`config.mk`:
```
export PLATFORM = sky130hd
export DESIGN_NAME = cww_csr
export DESIGN_NICKNAME = d
export VERILOG_FILES = /design/src/inc/cww_pkg.sv /design/src/cww_csr.sv /design/src/cww_limits.sv
export SDC_FILE = /design/constraint.sdc
export NUM_CORES = 1
export LEC_CHECK = 0
export BUFFER_PORTS_ARGS = -buffer_cell sky130_fd_sc_hd__buf_2
export CAP_MARGIN = 20
export CORE_MARGIN = 1.5
export CORE_UTILIZATION = 40
export DETAILED_ROUTE_END_ITERATION = 10
export SETUP_SLACK_MARGIN = 0.05
export SLEW_MARGIN = 0
export SYNTH_ARGS = -nofsm -noshare
export SYNTH_HDL_FRONTEND = slang
export SYNTH_SLANG_ARGS = --single-unit
```
`constraint.sdc`:
```
create_clock -name clk -period 38.3 [get_ports clk]
set_input_delay 0 -clock clk [delete_from_list [all_inputs] [get_ports clk]]
set_output_delay 0 -clock clk [all_outputs]
set_load 0.02 [all_outputs]
```
`src/inc/cww_pkg.sv`:
```
// Package for the capture window width register block.
// Holds byte offsets, status codes, step sizes, interrupt layout and register indices.
package cww_pkg;
    // Printed byte offsets, not all multiples of four: kept as indices
    localparam logic [3:0]  IDX_STATUS    = 4'h0;
    localparam logic [3:0]  IDX_WIDTH     = 4'h1;
    localparam logic [3:0]  IDX_MINIMUM   = 4'h3;
    localparam logic [3:0]  IDX_MAXIMUM   = 4'h5;
    localparam logic [3:0]  IDX_STEP      = 4'h7;
    localparam logic [3:0]  IDX_CONFIG    = 4'h8;
    localparam logic [3:0]  IDX_IRQ_STAT  = 4'h9;
    localparam logic [3:0]  IDX_IRQ_MASK  = 4'hA;
    localparam logic [3:0]  IDX_START_COL = 4'hB;
    localparam int          ADDR_W        = 6;

    // Status codes
    localparam logic [7:0]  ST_ABSENT     = 8'h00;
    localparam logic [7:0]  ST_OK         = 8'h01;
    localparam logic [7:0]  ST_RANGE      = 8'h80;
    localparam logic [7:0]  ST_CONFLICT   = 8'h81;

    // Step sizes
    localparam logic [15:0] STEP_NORMAL   = 16'h0010;
    localparam logic [15:0] STEP_HIGHRES  = 16'h0050;

    // Config register fields
    localparam int          CFG_PRESENT   = 0;
    localparam int          CFG_HIGHRES   = 1;

    // Interrupt bits
    localparam int          IRQ_RANGE     = 0;
    localparam int          IRQ_CONFLICT  = 1;
    localparam int          IRQ_CHANGE    = 2;
    localparam int          IRQ_W         = 3;

    // Reset values
    localparam logic [15:0] RST_WIDTH     = 16'h0010;
    localparam logic [15:0] RST_START_COL = 16'h0000;
    localparam logic [1:0]  RST_CONFIG    = 2'h1;

    // Bus answer timing: waitrequest low one cycle after request
    localparam int          BUS_WAIT      = 1;
endpackage : cww_pkg

```
`src/cww_csr.sv`:
```
// Capture window width control and status register block.
// Avalon-MM slave, one aligned word per printed offset (byte address = 4 x index).
//
// Summary of operation
// RULE1 - Status reads zero when the width control is absent.
// RULE2 - Status reads one when present and all related settings valid.
// RULE3 - Status reads 0x80 when any value here is out of range.
// RULE4 - Status reads 0x81 when start column and width conflict.
// RULE5 - Writing the width field sets the window width in columns.
// RULE6 - Normal variants accept widths only in steps of 16.
// RULE7 - High resolution variant accepts widths only in steps of 80.
// RULE8 - Allowed range narrows with related settings such as start column.
// RULE9 - Width is two bytes, low byte at lower location.
// RULE10 - Min and max fields report legal width, recomputed on setting changes.
// RULE11 - Step field reports the increment widths must follow.
// RULE12 - Width below min, above max, or off step reports out of range. Above max but within SENSOR_COLS, with a nonzero start column, reads 0x81 here.
`timescale 1ns/1ns
`default_nettype none
module cww_csr
    import cww_pkg::*;
#(
    parameter int SENSOR_COLS = 2048
) (
    // Clock and reset
    input  wire logic              clk,
    input  wire logic              rst,
    // Avalon-MM slave
    input  wire logic [ADDR_W-1:0] avs_address,
    input  wire logic              avs_read,
    input  wire logic              avs_write,
    input  wire logic [31:0]       avs_writedata,
    input  wire logic [3:0]        avs_byteenable,
    output logic      [31:0]       avs_readdata,
    output logic                   avs_waitrequest,
    output logic      [1:0]        avs_response,
    // Window settings to the sensor path
    output logic      [15:0]       window_width,
    output logic      [15:0]       window_start_col,
    // Interrupt
    output logic                   irq
);
    typedef enum logic [1:0] {
        CWW_IDLE = 2'b00,
        CWW_ACK  = 2'b01
    } cww_bus_e;

    cww_bus_e          bus_q;
    cww_bus_e          bus_d;

    logic [15:0]       width_q;
    logic [15:0]       start_q;
    logic [1:0]        cfg_q;
    logic [7:0]        status_q;
    logic [15:0]       min_q;
    logic [15:0]       max_q;
    logic [15:0]       step_q;
    logic [IRQ_W-1:0]  istat_q;
    logic [IRQ_W-1:0]  imask_q;
    logic [31:0]       rdata_q;
    logic              wait_q;
    logic [1:0]        resp_q;
    logic              irq_q;
    logic [15:0]       width_out_q;
    logic [15:0]       start_out_q;

    wire logic [15:0]  min_c;
    wire logic [15:0]  max_c;
    wire logic [15:0]  step_c;
    wire logic         range_c;
    wire logic         conflict_c;
    wire logic         bad_range;
    wire logic [7:0]   status_c;

    wire logic [3:0]   idx;
    wire logic         word_ok;
    wire logic         req;
    wire logic         accept;
    wire logic         hit_status;
    wire logic         hit_width;
    wire logic         hit_min;
    wire logic         hit_max;
    wire logic         hit_step;
    wire logic         hit_cfg;
    wire logic         hit_istat;
    wire logic         hit_imask;
    wire logic         hit_start;
    wire logic         mapped;
    wire logic         wr;
    wire logic [31:0]  rdata_c;
    wire logic [15:0]  width_d;
    wire logic [15:0]  start_d;
    wire logic [1:0]   cfg_d;
    wire logic [IRQ_W-1:0] imask_d;
    wire logic [IRQ_W-1:0] ievent;
    wire logic [IRQ_W-1:0] iclear;
    wire logic         limits_changed;

    // Bus decode
    assign idx        = avs_address[ADDR_W-1:2];
    assign word_ok    = (avs_address[1:0] == 2'b00);
    assign req        = (avs_read || avs_write) && (bus_q == CWW_IDLE);
    assign accept     = req;
    assign hit_status = word_ok && (idx == IDX_STATUS);
    assign hit_width  = word_ok && (idx == IDX_WIDTH);
    assign hit_min    = word_ok && (idx == IDX_MINIMUM);
    assign hit_max    = word_ok && (idx == IDX_MAXIMUM);
    assign hit_step   = word_ok && (idx == IDX_STEP);
    assign hit_cfg    = word_ok && (idx == IDX_CONFIG);
    assign hit_istat  = word_ok && (idx == IDX_IRQ_STAT);
    assign hit_imask  = word_ok && (idx == IDX_IRQ_MASK);
    assign hit_start  = word_ok && (idx == IDX_START_COL);
    assign mapped     = hit_status || hit_width || hit_min || hit_max || hit_step
                      || hit_cfg || hit_istat || hit_imask || hit_start;
    assign wr         = accept && avs_write;

    // Byte lanes: low byte of a 16-bit field in lane 0
    assign width_d = {(wr && hit_width && avs_byteenable[1]) ? avs_writedata[15:8] : width_q[15:8],
                      (wr && hit_width && avs_byteenable[0]) ? avs_writedata[7:0]  : width_q[7:0]}; // RULE5 RULE9
    assign start_d = {(wr && hit_start && avs_byteenable[1]) ? avs_writedata[15:8] : start_q[15:8],
                      (wr && hit_start && avs_byteenable[0]) ? avs_writedata[7:0]  : start_q[7:0]};
    assign cfg_d   = (wr && hit_cfg && avs_byteenable[0]) ? avs_writedata[1:0] : cfg_q;
    assign imask_d = (wr && hit_imask && avs_byteenable[0]) ? avs_writedata[IRQ_W-1:0] : imask_q;
    assign iclear  = (wr && hit_istat && avs_byteenable[0]) ? avs_writedata[IRQ_W-1:0] : '0;

    // Limits follow the currently stored settings
    cww_limits #(
        .SENSOR_COLS (SENSOR_COLS)
    ) u_limits (
        .highres      (cfg_q[CFG_HIGHRES]),
        .start_col    (start_q),
        .width        (width_q),
        .min_w        (min_c),
        .max_w        (max_c),
        .step_w       (step_c),
        .out_of_range (range_c),
        .conflict     (conflict_c)
    ); // RULE6 RULE7 RULE8

    // Out of range against minimum, step and SENSOR_COLS; against maximum only at start column 0
    assign bad_range = range_c || (width_q > max_c && !conflict_c && start_q == 16'h0000); // RULE12

    assign status_c = !cfg_q[CFG_PRESENT] ? ST_ABSENT :            // RULE1
                      bad_range           ? ST_RANGE :             // RULE3
                      conflict_c          ? ST_CONFLICT :          // RULE4
                                            ST_OK;                 // RULE2

    // Events raised on entering an error code or on limit change
    assign limits_changed = (min_c != min_q) || (max_c != max_q) || (step_c != step_q);
    assign ievent[IRQ_RANGE]    = (status_c == ST_RANGE) && (status_q != ST_RANGE);
    assign ievent[IRQ_CONFLICT] = (status_c == ST_CONFLICT) && (status_q != ST_CONFLICT);
    assign ievent[IRQ_CHANGE]   = limits_changed;

    // Read mux
    assign rdata_c = hit_status ? {24'h000000, status_q} :
                     hit_width  ? {16'h0000, width_q} :                     // RULE9
                     hit_min    ? {16'h0000, min_q} :                       // RULE10
                     hit_max    ? {16'h0000, max_q} :                       // RULE10
                     hit_step   ? {16'h0000, step_q} :                      // RULE11
                     hit_cfg    ? {30'h0, cfg_q} :
                     hit_istat  ? {29'h0, istat_q} :
                     hit_imask  ? {29'h0, imask_q} :
                     hit_start  ? {16'h0000, start_q} :
                                  32'h00000000;

    // Handshake: one wait cycle then release
    always_comb begin
        bus_d = bus_q;
        case (bus_q)
            CWW_IDLE: begin
                if (req) begin
                    bus_d = CWW_ACK;
                end
            end
            CWW_ACK: begin
                bus_d = CWW_IDLE;
            end
            default: begin
                bus_d = CWW_IDLE;
            end
        endcase
    end

    always_ff @(posedge clk) begin
        if (rst) begin
            bus_q   <= CWW_IDLE;
            wait_q  <= 1'b1;
            rdata_q <= 32'h00000000;
            resp_q  <= 2'b00;
        end else begin
            bus_q   <= bus_d;
            wait_q  <= !(req);
            rdata_q <= (accept && avs_read) ? rdata_c : 32'h00000000;
            resp_q  <= (accept && !mapped) ? 2'b11 : 2'b00;
        end
    end

    // Settings
    always_ff @(posedge clk) begin
        if (rst) begin
            width_q <= RST_WIDTH;
            start_q <= RST_START_COL;
            cfg_q   <= RST_CONFIG;
            imask_q <= '0;
        end else begin
            width_q <= width_d; // RULE5
            start_q <= start_d;
            cfg_q   <= cfg_d;
            imask_q <= imask_d;
        end
    end

    // Status and limits, recomputed each cycle
    always_ff @(posedge clk) begin
        if (rst) begin
            status_q <= ST_ABSENT;
            min_q    <= STEP_NORMAL;
            max_q    <= STEP_NORMAL;
            step_q   <= STEP_NORMAL;
        end else begin
            status_q <= status_c; // RULE1 RULE2 RULE3 RULE4
            min_q    <= min_c;    // RULE10
            max_q    <= max_c;    // RULE10
            step_q   <= step_c;   // RULE11
        end
    end

    // Sticky interrupt status: set wins over clear
    always_ff @(posedge clk) begin
        if (rst) begin
            istat_q <= '0;
            irq_q   <= 1'b0;
        end else begin
            istat_q <= (istat_q & ~iclear) | ievent;
            irq_q   <= |(((istat_q & ~iclear) | ievent) & imask_q);
        end
    end

    // Registered outputs
    always_ff @(posedge clk) begin
        if (rst) begin
            width_out_q <= RST_WIDTH;
            start_out_q <= RST_START_COL;
        end else begin
            width_out_q <= width_q;
            start_out_q <= start_q;
        end
    end

    assign avs_readdata     = rdata_q;
    assign avs_waitrequest  = wait_q;
    assign avs_response     = resp_q;
    assign window_width     = width_out_q;
    assign window_start_col = start_out_q;
    assign irq              = irq_q;
endmodule : cww_csr
`default_nettype wire

```
`src/cww_limits.sv`:
```
// Limit calculator for the capture window width.
// Purely combinational; the parent registers all results.
`timescale 1ns/1ns
`default_nettype none
module cww_limits
    import cww_pkg::*;
#(
    parameter int SENSOR_COLS = 2048
) (
    // Related settings
    input  wire logic        highres,
    input  wire logic [15:0] start_col,
    input  wire logic [15:0] width,
    // Limits
    output wire logic [15:0] min_w,
    output wire logic [15:0] max_w,
    output wire logic [15:0] step_w,
    // Checks
    output wire logic        out_of_range,
    output wire logic        conflict
);
    localparam logic [16:0] COLS = 17'(SENSOR_COLS);

    wire logic [16:0] room;
    wire logic [15:0] step_mod;
    wire logic [16:0] span_end;

    assign step_w   = highres ? STEP_HIGHRES : STEP_NORMAL;
    assign min_w    = step_w;
    // Largest multiple of the step fitting in the sensor beyond the start column
    assign room     = (start_col < COLS[15:0]) ? (COLS - {1'b0, start_col}) : 17'h00000;
    assign max_w    = 16'(room[15:0] - (room[15:0] % step_w));
    assign step_mod = width % step_w;
    assign span_end = {1'b0, start_col} + {1'b0, width};
    assign out_of_range = (width < min_w) || (step_mod != 16'h0000)
                        || ({1'b0, width} > COLS);
    assign conflict = !out_of_range && (span_end > COLS);
endmodule : cww_limits
`default_nettype wire

```
==> results.sh, run 1 <==
export IMPL_status="finished, final reports clean"
export IMPL_grt_overflow=0
export IMPL_die_height_um=165.1
export IMPL_reg2reg_slack_ns=21.50
export IMPL_final_cell_mix="158 x nor2_1, 108 x dfxtp_1, 84 x nand2_1, 79 x buf_2, 66 x a21oi_1"
export IMPL_end_kind="register"
export IMPL_synth_cell_type_count=114
export IMPL_portBuffers=79
export IMPL_fmax_mhz=59.54
export IMPL_h_tree_depth=3
export IMPL_rows=59
export IMPL_syn_to_final_growth_pct=10.25
export IMPL_crit_type="reg2reg"
export IMPL_wl_per_cell_um=17.07
export IMPL_hold_path_class="in2reg"
export IMPL_die_x_um=165.1
export IMPL_ys_flop_type="dfxtp_1"
export IMPL_synthTopCellsByArea="dfxtp_1 21%, ha_1 7.1%, nor2_1 5.6%"
export IMPL_synthesis_area_um2=10510
export IMPL_critPathMaxFanout=11
export IMPL_p_leak_nw=5.023
export IMPL_synth_area_leader_cell="dfxtp_1"
export IMPL_numCtsBuffers=9
export IMPL_crit_slowest_cell="or4_1"
export IMPL_worst_slack_ns=21.50
export IMPL_r2r_end="irq$_SDFF_PP0_"
export IMPL_vias=10160
export IMPL_clk_path_buf_depth=2
export IMPL_grt_pass1_vias=9295
export IMPL_totalPowerFinal_mw=0.4371
export IMPL_min_period_ns=16.80
export IMPL_slew_viol_final=0
export IMPL_hold_depth=3
export IMPL_drc=0
export IMPL_synth_seq_cells=108
export IMPL_multiInputGateArea_um2=7888
export IMPL_pre_cts_ws_ns=21.74
export IMPL_async_flop_share=0
export IMPL_rsz0062_at_grt="false"
export IMPL_drive_gt1_frac=0.1330
export IMPL_finalSetupTns_ns=0
export IMPL_grt_start_max_net_pins=91
export IMPL_layout_commonest_cell="nor2_1"
export IMPL_synth_top_area_share=0.2057
export IMPL_gp_congestion=0.8874
export IMPL_clk_latency_ns=0.37
export IMPL_final_hold_violation_count=0
export IMPL_hold_end="avs_response[0]$_SDFF_PP0_"
export IMPL_timing_final_crit_share=0.4385
export IMPL_crit_path_start_kind="register"
export IMPL_setup_viol=0
export IMPL_slew_headroom=0.2834
export IMPL_cpMostUsedCell="ha_1"
export IMPL_synth_edf_count=0
export IMPL_antenna_left=0
export IMPL_ctsResizeCount=0
export IMPL_pwr_share_seq=0.276
export IMPL_yosysWarningCount=0
export IMPL_fill_cells=2566
export IMPL_routed_wl_um=29710
export IMPL_finClkSkew_ns=0.01716
export IMPL_antenna_cells=0
export IMPL_syn_inst=1341
export IMPL_start_util=0.4057
export IMPL_drtIter0Drc=756
export IMPL_internal_power_mw=0.2546
export IMPL_swShare=0.4175
export IMPL_firstDrtPassIters=7
export IMPL_antenna_found_initial=0
export IMPL_dieArea_um2=27260
export IMPL_crit_required_ns=38.55
export IMPL_cts_num_sinks=108
export IMPL_critPathArrivalTime_ns=17.05
export IMPL_p_comb_frac=0.499
export IMPL_grt_use_total=0.2180
export IMPL_seqCellArea_um2=2162
export IMPL_rr_worst_depth=68
export IMPL_ys_seq_area_frac=0.2057
export IMPL_cts_root_buffer="clkbuf_16"
export IMPL_hold_start="avs_write"
export IMPL_io_pins=114
export IMPL_worst_slew_pin_slew_ns=1.073
export IMPL_hpwl_um=22700
export IMPL_slowest_delay_ns=0.75
export IMPL_ir_drop_mv=0.02420
export IMPL_vias_per_cell=5.833
export IMPL_core_um2=25910
export IMPL_nets=1508
export IMPL_switchingPower_mw=0.1825
export IMPL_p_per_area_nw_per_um2=37.71
export IMPL_crit_start="start_q[3]$_SDFFE_PP0P_"
export IMPL_clkPwrFrac=0.225
export IMPL_grt_pass1_wl_um=47760
export IMPL_r2r_start="start_q[3]$_SDFFE_PP0P_"
export IMPL_cts_tree="yes"
export IMPL_path_clk_slew_ns=0.09
export IMPL_synth_avg_cell_area_um2=7.839
export IMPL_drv_cap=0
synth_stat cells, types with 35 or more instances:
library cell  instances
nor2_1              158
ha_1                 60
inv_1                44
o21ai_0              65
mux2i_1              52
xnor2_1              47
nand3_1              35
nand2_1              84
clkbuf_1             39
a21oi_1              66
dfxtp_1             108
nor2b_1              36
critical path, delay by kind of cell, from the launching register on:
| kind | cells | cell delay, ns |
|---|---|---|
| compound gates | 31 | 6.66 |
| flops | 1 | 0.46 |
| fa+ha+maj | 8 | 2.30 |
| mux | 1 | 0.56 |
| buf+inv | 2 | 0.33 |
| xor+xnor | 8 | 1.69 |
| simple gates | 18 | 4.63 |
power by group through the flow:
stage	Sequential, mW	Clock, mW	Combinational (mW)
after global routing	0.121	0.105	0.243
after CTS	0.121	0.101	0.216
final	0.121	0.0983	0.218
after detailed placement	0.123	0	0.213
after global placement	0.123	0	0.210
after floorplan	0.123	0	0.178
how the worst max path moves through the flow:
stage                                 to  slack [ns]
final                     irq$_SDFF_PP0_       21.50
after global routing      irq$_SDFF_PP0_       20.25
after CTS                 irq$_SDFF_PP0_       21.69
after detailed placement  irq$_SDFF_PP0_       21.74
after global placement    irq$_SDFF_PP0_       21.82
after floorplan           irq$_SDFF_PP0_       24.30
through the flow:
stage,cells,util,hold slack (ns),instance area (µm²)
6_report,1741,0.4473,0.05080,11590
5_1_grt,1741,0.4473,0.07271,11590
4_1_cts,1741,0.4473,0.04356,11590
3_5_place_dp,1707,0.4281,0.2555,11090
3_3_place_gp,1707,0.4281,0.2522,11090
2_1_floorplan,1360,-,0.1178,10580
flip-flops by register name (all words and copies together) (netlist names), 3 cells and up:
name and cells:
imask_q 3, width_q 16, avs_readdata 16, max_q 13, istat_q 3, window_start_col 16, start_q 16, window_width 16
metal layers:
| metal | part of all wire | wire length (µm) | global-route usage | vias up |
|---|---|---|---|---|
| li1 | - | - | - | 5065 |
| met3 | 0.037 | 1103 | 0.01648 | 27 |
| met2 | 0.46 | 13810 | 0.3633 | 222 |
| met1 | 0.48 | 14310 | 0.3026 | 4842 |
| met4 | 0.016 | 485 | 0.05651 | 0 |
| met5 | 0 | 0 | 0 | - |
kinds of logic (layout without fill, tap and decap cells):
group | after synthesis | after routing | share of synthesized area
AO/OA/AOI/OAI | 376 | 376 | 0.2618
XOR/XNOR | 75 | 75 | 0.06249
adder cells (fa/ha/maj) | 66 | 66 | 0.07820
buffers and inverters | 120 | 166 | 0.05082
flip-flops | 108 | 108 | 0.2057
multiplexers | 65 | 65 | 0.06665
other | 1 | 20 | 0.0003567
AND/OR/NAND/NOR | 530 | 530 | 0.2740
timing repair:
action                                 4_1_cts  5_1_grt
buffers inserted                             0        0
endpoints found under the hold margin       43        0
setup endpoints to repair                    0        0
hold buffers                                18        0
cell type report:
type / instances / area share
multi-input combinational: 1132 / 0.6806
clock inverter: 7 / 0.007881
inverter: 45 / 0.01457
timing repair buffer: 105 / 0.05484
clock buffer: 9 / 0.01943
tap: 335 / 0.03617
sequential: 108 / 0.1865
No activity file was read; power rests on OpenSTA's default activity.
==> inputs of run 2 (changes only) <==
Clock period 38.3 ns to 15.61 ns, I/O delays scaled along.
==> run 2 against run 1 <==
  * Global-route usage up 0.98 points
  * Flip-flop and latch count unchanged
  * Fmax up 16%
  * First-iteration DRC count rose by 3.6%
  * Critical endpoint is now istat_q[0]$_SDFF_PP0_
  * Cell area increased by 2.7%
  * Register-to-register slack got worse by 20 ns
  * Routed wire length up 4.4%
  * Sequential power up 140%
  * Non-clock buffer count up 30
  * Clock power grew to 2.5 times the previous value
==> results.sh, run 2 (synthesized netlist as in run 1, its figures left out) <==
export IMPL_status="finished, final reports clean"
export IMPL_cts_root_buffer="clkbuf_16"
export IMPL_wl_met3_um=1306
export IMPL_numCtsBuffers=9
export IMPL_cts_tree="yes"
export IMPL_path_buf_inv=3
export IMPL_min_period_ns=14.46
export IMPL_drv_cap=0
export IMPL_routed_wl_um=31020
export IMPL_finalSetupTns_ns=0
export IMPL_final_cell_mix="158 x nor2_1, 107 x dfxtp_1, 83 x nand2_1, 79 x buf_2"
export IMPL_final_area_um2=11910
export IMPL_io_pins=114
export IMPL_h_tree_depth=3
export IMPL_grt_use_total=0.2279
export IMPL_hold_path_class="in2reg"
export IMPL_antenna_cells=0
export IMPL_pre_cts_ws_ns=0.5873
export IMPL_rows=59
export IMPL_clk_latency_ns=0.37
export IMPL_slew_viol_final=0
export IMPL_dr_wl_met2_um=14810
export IMPL_instances_no_fill=1771
export IMPL_nets=1538
export IMPL_vias=10410
export IMPL_drtIter0Drc=783
export IMPL_firstDrtPassIters=5
export IMPL_p_leak_nw=5.192
export IMPL_clk_path_buf_depth=2
export IMPL_crit_path_start_kind="register"
export IMPL_critPathArrivalTime_ns=14.67
export IMPL_rsz0062_at_grt="false"
export IMPL_slowest_delay_ns=0.62
export IMPL_crit_slowest_cell="or4_4"
export IMPL_worst_slack_ns=1.147
export IMPL_critPathMaxFanout=10
export IMPL_wl_met1_um=14310
export IMPL_crit_required_ns=15.82
export IMPL_highest_signal_layer="met4"
export IMPL_wl_per_cell_um=17.51
export IMPL_syn_to_final_growth_pct=13.27
export IMPL_portBuffers=79
export IMPL_ir_drop_mv=0.07850
export IMPL_slew_headroom=0.3570
export IMPL_die_x_um=165.1
export IMPL_worst_slew_pin_slew_ns=0.9645
export IMPL_drc=0
export IMPL_grt_start_max_net_pins=91
export IMPL_path_clk_slew_ns=0.09
export IMPL_dieArea_um2=27260
export IMPL_core_um2=25910
export IMPL_critPathTopFamily="compound AO/OA/AOI/OAI gates"
export IMPL_grt_pass1_wl_um=49570
export IMPL_fmax_mhz=69.14
export IMPL_die_height_um=165.1
export IMPL_cts_num_sinks=108
export IMPL_hpwl_um=23360
export IMPL_antenna_left=0
export IMPL_antenna_found_initial=0
export IMPL_end_kind="register"
export IMPL_finClkSkew_ns=0.01847
export IMPL_placed_area_um2=11280
export IMPL_reg2reg_slack_ns=1.15
export IMPL_drive_gt1_frac=0.1595
export IMPL_timing_final_crit_share=0.9265
export IMPL_final_hold_violation_count=0
export IMPL_layout_commonest_cell="nor2_1"
export IMPL_dpl_cell_count=1732
export IMPL_setup_viol=0
export IMPL_vias_per_cell=5.876
export IMPL_final_util=0.4596
export IMPL_gp_congestion=0.9034
export IMPL_fill_cells=2567
export IMPL_cpMostUsedCell="ha_1"
export IMPL_crit_type="reg2reg"
export IMPL_grt_pass1_vias=9615
export IMPL_start_util=0.4057
export IMPL_p_per_area_nw_per_um2=93.02
export IMPL_grt_overflow=0
-- run 2: layout make-up --
cell class | instances | area [µm²] | share of cell area
clock buffer | 11 | 232.7 | 0.01954
timing repair buffer | 135 | 863.3 | 0.07250
inverter | 45 | 168.9 | 0.01419
multi-input combinational | 1132 | 7993 | 0.6712
tap | 335 | 419.2 | 0.03520
sequential | 108 | 2163 | 0.1817
clock inverter | 5 | 67.56 | 0.005674
-- run 2: worst paths after layout --
check                           from                         end  depth (start not counted)
min reg2reg    istat_q[0]$_SDFF_PP0_       istat_q[0]$_SDFF_PP0_                          2
max reg2reg  start_q[7]$_SDFFE_PP0P_       istat_q[0]$_SDFF_PP0_                         69
min                   avs_address[3]  avs_readdata[4]$_SDFF_PP0_                          3
max          start_q[7]$_SDFFE_PP0P_       istat_q[0]$_SDFF_PP0_                         69
-- run 2: metal layers --
| metal | up-vias | track usage |
|---|---|---|
| met5 | - | 0 |
| met4 | 0 | 0.06470 |
| met3 | 40 | 0.02373 |
| met2 | 257 | 0.3859 |
| met1 | 4979 | 0.3052 |
| li1 | 5131 | - |
-- run 2: metrics by stage --
stage	total power, mW	hold slack (ns)
final	1.108	0.07209
after global routing	1.183	0.09232
after CTS	1.093	0.06438
after detailed placement	0.8376	0.2640
after global placement	0.8336	0.2575
after floorplan	0.7385	0.1178
-- run 2: worst register-to-register path: cells and delay by family, from the launching register on --
| family | cells | cell delay, ns |
|---|---|---|
| AOI/OAI and AO/OA | 28 | 5.66 |
| and+or+nand+nor | 21 | 4.12 |
| adders and majority gates | 8 | 2.37 |
| xor gates and xnor gates | 8 | 1.16 |
| DFF | 1 | 0.40 |
| buffers and inverters | 3 | 0.37 |
| muxes | 1 | 0.21 |
-- run 2: report_power, final --
| part | switching, mW | internal [mW] | leakage, nW |
|---|---|---|---|
| logic | 0.325 | 0.238 | 4.17 |
| registers | 0.00815 | 0.288 | 0.876 |
| clock network | 0.121 | 0.128 | 0.147 |
| total | 0.454 | 0.653 | 5.19 |
-- run 2: what timing repair did --
item,CTS,global route
hold buffers,19,0
endpoints found under the hold margin,43,0
resized for setup,0,20
setup buffers,0,3
setup endpoints to repair,0,5
==> inputs of run 3 (changes only) <==
Settings changed: SLEW_MARGIN 0 to 25.
Clock period 15.61 ns to 18.4 ns, I/O delays scaled along.
==> run 3 against run 2 <==
  * First-iteration DRC count grew 1.9%
  * Register-to-register slack better by 0.75 ns
  * Flip-flop and latch count unchanged
  * Critical path type unchanged
==> results.sh, run 3 (synthesized netlist as in run 1, its figures left out) <==
export IMPL_status="finished, final reports clean"
export IMPL_numCtsBuffers=9
export IMPL_critPathMaxFanout=11
export IMPL_ir_drop_mv=0.05516
export IMPL_grt_pass1_wl_um=47980
export IMPL_p_per_area_nw_per_um2=78.48
export IMPL_syn_to_final_growth_pct=10.52
export IMPL_totalPowerFinal_mw=0.9118
export IMPL_finalSetupTns_ns=0
export IMPL_pre_cts_ws_ns=2.098
export IMPL_die_height_um=165.1
export IMPL_cpMostUsedCell="ha_1"
export IMPL_min_period_ns=16.50
export IMPL_wl_met1_um=14280
export IMPL_drive_gt1_frac=0.1356
export IMPL_grt_overflow=0
export IMPL_hold_start="avs_address[3]"
export IMPL_final_util=0.4484
export IMPL_dpl_cell_count=1709
export IMPL_final_area_um2=11620
export IMPL_final_cell_mix="158 x nor2_1, 108 x dfxtp_1, 84 x nand2_1, 79 x buf_2, 66 x a21oi_1"
export IMPL_highest_signal_layer="met4"
export IMPL_ctsResizeCount=0
export IMPL_grt_start_max_net_pins=91
export IMPL_drc=0
export IMPL_grt_use_total=0.2193
export IMPL_crit_start="start_q[2]$_SDFFE_PP0P_"
export IMPL_gp_congestion=0.8703
export IMPL_placed_area_um2=11110
export IMPL_cts_root_buffer="clkbuf_16"
export IMPL_worst_slack_ns=1.901
export IMPL_layout_commonest_cell="nor2_1"
export IMPL_critPathArrivalTime_ns=16.76
export IMPL_antenna_found_initial=0
export IMPL_routed_wl_um=30200
export IMPL_nets=1511
export IMPL_whs_ns=0.07465
export IMPL_clk_path_buf_depth=2
export IMPL_rsz0062_at_grt="false"
export IMPL_timing_final_crit_share=0.8967
export IMPL_path_clk_slew_ns=0.09
export IMPL_wl_met3_um=1196
export IMPL_h_tree_depth=3
export IMPL_io_pins=114
export IMPL_antenna_cells=0
export IMPL_final_hold_violation_count=0
export IMPL_clk_latency_ns=0.37
export IMPL_finClkSkew_ns=0.01648
export IMPL_r2r_start="start_q[2]$_SDFFE_PP0P_"
export IMPL_slowest_delay_ns=0.74
export IMPL_firstDrtPassIters=8
export IMPL_start_util=0.4057
export IMPL_antenna_left=0
export IMPL_dieArea_um2=27260
export IMPL_hold_path_class="in2reg"
export IMPL_drtIter0Drc=798
export IMPL_vias_per_cell=5.878
export IMPL_crit_type="reg2reg"
export IMPL_instances_no_fill=1744
export IMPL_die_x_um=165.1
export IMPL_crit_path_start_kind="register"
export IMPL_crit_slowest_cell="or4_1"
export IMPL_worst_slew_pin_slew_ns=0.9864
export IMPL_cts_num_sinks=108
export IMPL_drv_cap=0
export IMPL_wl_per_cell_um=17.32
export IMPL_vias=10250
export IMPL_hpwl_um=22860
export IMPL_cts_setup_buffers=0
export IMPL_core_um2=25910
export IMPL_grt_pass1_vias=9305
export IMPL_setup_viol=0
export IMPL_fmax_mhz=60.61
export IMPL_slew_viol_final=0
export IMPL_slew_headroom=0.3379
export IMPL_crit_required_ns=18.66
export IMPL_p_leak_nw=5.039
export IMPL_rows=59
export IMPL_dr_wl_met2_um=14070
export IMPL_end_kind="register"
export IMPL_cts_tree="yes"
export IMPL_portBuffers=79
==> run 3: cell types whose count changed in the layout (fill, tap and decap cells not counted), sizes merged <==
cell    change
clkbuf      -2
clkinv      +2
bufinv      -1
buf        -27
inv         +1
==> run 3: per-layer routing <==
metal  track usage  vias up
met5             0        -
met4       0.06552        0
met3       0.01648       35
met2        0.3648      257
met1        0.3017     4882
li1              -     5077
==> run 3: final cells by class <==
cell class                      instances  area (µm²)
Fill cell                            2598       14290
Inverter                               45       168.9
Tap cell                              335       419.2
Multi-Input combinational cell       1132        7896
Timing Repair Buffer                  108       660.6
Clock buffer                            9       225.2
Clock inverter                          7       86.33
Sequential cell                       108        2162
==> run 3: worst max-delay path, delay by kind of cell, from the launching register on <==
family,cells,cell delay [ns]
AO/OA/AOI/OAI,31,6.57
AND/OR/NAND/NOR,18,4.58
adder cells (fa/ha/maj),8,2.27
XOR/XNOR,8,1.64
multiplexers,1,0.54
flip-flops,1,0.43
buffers and inverters,2,0.32
==> run 3: path summary, 6_finish.rpt <==
path	endpoint	slack, ns	cells after the start
worst min register to register	istat_q[0]$_SDFF_PP0_	0.51	2
worst min-delay path	avs_readdata[4]$_SDFF_PP0_	0.07	3
worst max register to register	irq$_SDFF_PP0_	1.90	68
worst max-delay path	irq$_SDFF_PP0_	1.90	68
==> run 3: what timing repair did <==
| action | in CTS | in global routing |
|---|---|---|
| setup endpoints to repair | 0 | 0 |
| hold buffers | 19 | 0 |
| hold endpoints to repair | 43 | 0 |
==> run 3: report_power, final <==
| part | switching (mW) | internal (mW) |
|---|---|---|
| clock network | 0.105 | 0.0985 |
| logic | 0.269 | 0.187 |
| registers | 0.00725 | 0.244 |
| total | 0.382 | 0.530 |
